$ cat config.mk
export PLATFORM = sky130hd
export DESIGN_NAME = alr_result_regs
export DESIGN_NICKNAME = d
export VERILOG_FILES = /design/src/hw/alr_pkg.sv /design/src/hw/alr_result_regs.sv
export SDC_FILE = /design/constraint.sdc
export NUM_CORES = 1
export LEC_CHECK = 0
export BUFFER_PORTS_ARGS = -buffer_cell sky130_fd_sc_hd__buf_2
export CAP_MARGIN = 15
export CORE_MARGIN = 2
export CORE_UTILIZATION = 45
export CTS_CLUSTER_SIZE = 10
export DETAILED_ROUTE_END_ITERATION = 12
export PLACE_DENSITY = 0.67
export REMOVE_ABC_BUFFERS = 1
export SLEW_MARGIN = 20
export SYNTH_ARGS = -nofsm -noshare
export SYNTH_HDL_FRONTEND = slang
export SYNTH_SLANG_ARGS = --single-unit
$ cat constraint.sdc
create_clock -name clk -period 2.4 [get_ports clk]
set_input_delay 0.12 -clock clk [delete_from_list [all_inputs] [get_ports clk]]
set_output_delay 0.12 -clock clk [all_outputs]
set_load 0.005 [all_outputs]
$ cat src/hw/alr_pkg.sv
/*
  Package for the ambient light result registers: register offsets, field
  layout, reset values and refresh timing.
  Assumes a 50 MHz system clock shared with the converter and the serial slave.
*/
package alr_pkg;

  localparam int unsigned CLK_HZ        = 50_000_000;
  localparam int unsigned REFRESH_MS    = 80;
  localparam int unsigned REFRESH_CYC   = CLK_HZ / 1000 * REFRESH_MS;

  localparam int unsigned COUNT_W       = 13;
  localparam logic [12:0] COUNT_MAX     = 13'h1F40;
  localparam logic [12:0] COUNT_RESET   = 13'h0000;

  localparam logic [7:0]  ADDR_FIRST_LOW   = 8'h40;
  localparam logic [7:0]  ADDR_FIRST_HIGH  = 8'h41;
  localparam logic [7:0]  ADDR_SECOND_LOW  = 8'h42;
  localparam logic [7:0]  ADDR_SECOND_HIGH = 8'h43;

  localparam int unsigned UPPER_LSB     = 8;
  localparam int unsigned UPPER_W       = 5;
  localparam logic [7:0]  RDATA_RESET   = 8'h00;

  typedef struct packed {
    logic        valid;
    logic [12:0] count;
  } alr_conv_s;

endpackage : alr_pkg

$ cat src/hw/alr_result_regs.sv
/*
  Read-only result registers for two phototransistor channels.
  Assumes the converter offers a valid-qualified 13-bit count per channel, and
  that the serial slave issues one-cycle read or write strobes with an address.
*/
`timescale 1ns/1ps
// How it works
// First channel bits 12:8 sit in upper byte bits 4:0; bits 7:5 read zero.
// While a channel is enabled its result refreshes once every 80 ms.
// Result bytes are read-only; host writes change nothing.
// Host builds the count as upper times 0x100 plus lower.
// Reported counts are clamped so they never exceed 8000.
// Second channel bits 7:0 read at address 0x42.
// Second channel bits 12:8 read in bits 4:0 at address 0x43.
// First channel bits 7:0 read at address 0x40.
// Lower and upper bytes of a read come from one measurement.
module alr_result_regs #(
  parameter int unsigned REFRESH_CYCLES = alr_pkg::REFRESH_CYC
) (
  input  wire logic              clk,
  input  wire logic              rst,
  input  wire logic [1:0]        sensor_en,
  input  wire alr_pkg::alr_conv_s conv_first,
  input  wire alr_pkg::alr_conv_s conv_second,
  input  wire logic [7:0]        reg_addr,
  input  wire logic              reg_rd,
  input  wire logic              reg_wr,
  output logic [7:0]             reg_rdata,
  output logic                   reg_rvalid
);
  import alr_pkg::*;

  function automatic logic [12:0] clamp_count(input logic [12:0] c);
    return (c > COUNT_MAX) ? COUNT_MAX : c;
  endfunction : clamp_count

  logic [31:0]       tick_cnt_reg;
  logic              tick;
  logic [12:0]       latest_reg [2];
  logic [12:0]       result_reg [2];
  logic [4:0]        upper_shadow_reg [2];
  logic [12:0]       conv_in [2];
  logic [1:0]        conv_valid;
  logic              rd_take;

  assign conv_in[0]    = conv_first.count;
  assign conv_in[1]    = conv_second.count;
  assign conv_valid    = {conv_second.valid, conv_first.valid};
  assign tick          = (tick_cnt_reg == REFRESH_CYCLES - 1);
  // A write strobe never turns into a read and cancels a read in the same cycle; writes change no register
  assign rd_take       = reg_rd && !reg_wr;

  // Free-running refresh timer
  always_ff @(posedge clk) begin
    if (rst || tick) begin
      tick_cnt_reg <= '0;
    end else begin
      tick_cnt_reg <= tick_cnt_reg + 32'd1;
    end
  end

  // Hold the converter's newest count between refresh ticks
  always_ff @(posedge clk) begin
    for (int i = 0; i < 2; i++) begin
      if (rst) begin
        latest_reg[i] <= COUNT_RESET;
      end else if (conv_valid[i]) begin
        latest_reg[i] <= conv_in[i];
      end
    end
  end

  // Whole 13-bit result moves at once on the tick; no write path exists
  always_ff @(posedge clk) begin
    for (int i = 0; i < 2; i++) begin
      if (rst) begin
        result_reg[i] <= COUNT_RESET;
      end else if (tick && sensor_en[i]) begin
        result_reg[i] <= clamp_count(latest_reg[i]);
      end
    end
  end

  // Reading a lower byte freezes its upper part, so a tick between the two
  // reads cannot mix conversions. Reading upper alone gives the last frozen value.
  always_ff @(posedge clk) begin
    for (int i = 0; i < 2; i++) begin
      if (rst) begin
        upper_shadow_reg[i] <= '0;
      end else if (rd_take && reg_addr == (i == 0 ? ADDR_FIRST_LOW : ADDR_SECOND_LOW)) begin
        upper_shadow_reg[i] <= result_reg[i][12:8];
      end
    end
  end

  // Read port; unmapped addresses read as zero
  always_ff @(posedge clk) begin
    if (rst) begin
      reg_rdata  <= RDATA_RESET;
      reg_rvalid <= 1'b0;
    end else begin
      reg_rvalid <= rd_take;
      if (rd_take) begin
        unique case (reg_addr)
          ADDR_FIRST_LOW:   reg_rdata <= result_reg[0][7:0];
          ADDR_FIRST_HIGH:  reg_rdata <= {3'b000, upper_shadow_reg[0]};
          ADDR_SECOND_LOW:  reg_rdata <= result_reg[1][7:0];
          ADDR_SECOND_HIGH: reg_rdata <= {3'b000, upper_shadow_reg[1]};
          default:          reg_rdata <= RDATA_RESET;
        endcase
      end
    end
  end
endmodule : alr_result_regs

==> results.yml <==
outcome:
  run_status: "completed"
yosys:
  synthCells: 396
  syn_area_um2: 4620
  seq_area_frac_synth_pct: 58.0
  async_flop_share_pct: 0
  synth_seq_cells: 103
  syn_avg_cell_area_um2: 11.7
  synth_cell_types: 49
  synth_ff_type: "edfxtp_1"
  synth_edf_count: 62
  yosysWarnings: 0
grt:
  grt_pass1_wl_mm: 13.9
  grt_max_degree: 25
  grt_remaining_overflow: 0
  grt_pass1_vias: 2952
  antenna_found_initial: 0
  grt.total_usage_pct: 15.8
critical_path:
  worstPathRequired_ns: 2.47
  critPathMaxFanout: 13
  slowest_delay_ns: 0.44
  critPathSlowestCell: "nor4_1"
  arrival_ns: 2.13
  path_buf_inv: 1
  critPathKind: "reg -> reg"
  crit_end: "result_reg[1][2]"
  start_kind: "flop"
  crit_start: "tick_cnt_reg[26]"
  cp_num_cells: 5
  r2r_start: "tick_cnt_reg[26]"
  r2r_slack_ns: 0.34
  reg2reg_depth: 5
  crit_path_end_kind: "flop"
  crit_family: "simple AND/OR/NAND/NOR gates"
  crit_path_frequent_cell: "nor4_1"
  crit_chain: "nor4_1 > nand4_1 > nor4_1 > a21o_1 > buf_12"
  reg2reg_to: "result_reg[1][2]"
detailed_routing:
  wl_per_cell_um: 14.6
  drt-initial-drc-count: 156
  vias_per_cell: 5.38
  vias: 3174
  routed_wl_mm: 8.61
  drcViolationCount: 0
  first_pass_iters: 4
  ant_nets: 0
final_layout:
  final_layout_size_suffix_gt1_share_pct: 20.5
  multiInputGateArea_um2: 1820
  largest_reg_flops: 32
  area_growth_pct: 12.8
  seq_area_um2: 2680
  stdcell_count: 590
  nets: 492
  n_antenna_cell: 0
  finalCoreUtilization_pct: 51.4
  fillers: 916
die:
  ios: 51
  die_area_um2: 11100
  core_um2: 10100
  die_h_um: 105
  die_w_um: 105
  start_util_pct: 45.6
  rows: 37
clocking:
  clkLatencyLatePin_ns: 0.35
  cts_max_path_buffers: 2
  htreeDepth: 3
  numCtsBuffers: 9
  cts_tree: "done"
  clock_sink_count: 103
  post-cts-setup-buffer-count: 0
  cts.repair.resized: 0
  clk_pin_slew_worst_paths_ns: 0.11
  cts-root-buf: "clkbuf_8"
  hold_buffers: 0
placement:
  dp.cells: 574
  io_buffers: 50
  gp_congestion: 0.851
  hpwl_mm: 6.36
timing:
  relSlewSlack_pct: 51.8
  tightest_slew_ns: 0.713
  fin_crit_ns: 2.06
  min_period_over_period_pct: 85.8
  rsz0062_at_grt: "no"
  finalHoldViolations: 0
  setup_viol: 0
  drv_slew: 0
  finalClockSkew_ns: 0.0146
  max_freq_ghz: 0.485
  setup_tns_ns: 0
power:
  p_per_area_nw_per_um2: 599
  power_mw: 3.12
  p_leak_nw: 1.90
  ir_drop_mv: 0.373
hold_path:
  hold_path.class: "in -> reg"
  min_path_cells: 2
flow_run:
  maxCapViolations: 0
layer usage:
layer / track usage, % / vias to the layer above / share of wire, %
li1: - / 1596 / -
met4: 6.86 / 0 / 1.1
met3: 2.41 / 8 / 3.9
met2: 24.4 / 80 / 46
met1: 22.0 / 1490 / 49
met5: 0 / - / 0
report_power, final:
part           switching [mW]  total, mW  internal (mW)
registers              0.0329       1.97           1.94
clock network           0.601      0.998          0.397
logic                  0.0769      0.152         0.0754
total                   0.711       3.12           2.41
worst min path at each step:
stage | from | to | slack [ns]
after floorplan | rst | reg_rdata[5] | 0.19
after CTS | conv_first[2] | latest_reg[0][2] | 0.009
after global placement | conv_first[9] | latest_reg[0][9] | 0.40
final | conv_first[2] | latest_reg[0][2] | 0.03
after detailed placement | conv_first[2] | latest_reg[0][2] | 0.40
after global routing | conv_first[9] | latest_reg[0][9] | 0.006
cells by family (layout without fill, tap and decap cells):
kind of cell,Yosys count,count (layout),synth area share [%]
AND/OR/NAND/NOR,192,192,26.1
flip-flops,103,103,58.0
AO/OA/AOI/OAI,57,57,7.74
buffers and inverters,23,81,2.57
XOR/XNOR,12,12,2.27
multiplexers,8,8,3.08
adder cells (fa/ha/maj),1,1,0.271
placed cells by master (no fill, tap or decap), types with 5 or more instances in the layout:
| master | n |
|---|---|
| a21oi_1 | 20 |
| a22oi_1 | 5 |
| and2_1 | 48 |
| and3_1 | 7 |
| and4_1 | 12 |
| buf_2 | 50 |
| buf_4 | 5 |
| clkbuf_8 | 9 |
| dfxtp_1 | 41 |
| edfxtp_1 | 62 |
| inv_1 | 8 |
| mux4_2 | 5 |
| nand2_1 | 13 |
| nand3_1 | 16 |
| nand4_1 | 14 |
| nor2_1 | 24 |
| nor3b_1 | 12 |
| nor4_1 | 8 |
| o21ai_0 | 12 |
| o31ai_1 | 6 |
| or3_1 | 9 |
| or4_1 | 8 |
| xnor2_1 | 6 |
| xor2_1 | 6 |
layout make-up:
cell class | count | area share, %
inverter | 8 | 0.576
tap | 136 | 3.26
clock buffer | 10 | 2.45
sequential | 103 | 51.4
multi-input combinational | 270 | 35.0
clock inverter | 6 | 1.03
timing repair buffer | 57 | 6.29
through the flow:
step	setup slack, ns	instance area [um^2]	hold WS, ns
final	0.340	5220	0.0287
after CTS	0.321	5220	0.00875
after global routing	0.181	5220	0.00633
after detailed placement	0.344	5030	0.398
after floorplan	0.508	4540	0.189
after global placement	0.332	5030	0.398
Yosys cell counts (6+ instances only):
cell type	number	area, um^2
or4_1	8	60.1
edfxtp_1	62	1860
or3_1	9	56.3
xor2_1	6	52.6
inv_1	8	30.0
o21ai_0	12	60.1
nand3_1	16	80.1
o31ai_1	6	45.0
nor4_1	8	50.1
nand2_1	13	48.8
and3_1	7	43.8
nor2_1	24	90.1
a21oi_1	20	100
and2_1	48	300
xnor2_1	6	52.6
nand4_1	14	87.6
nor3b_1	12	90.1
and4_1	12	105
dfxtp_1	41	821
Power figures use the tool's default switching activity.
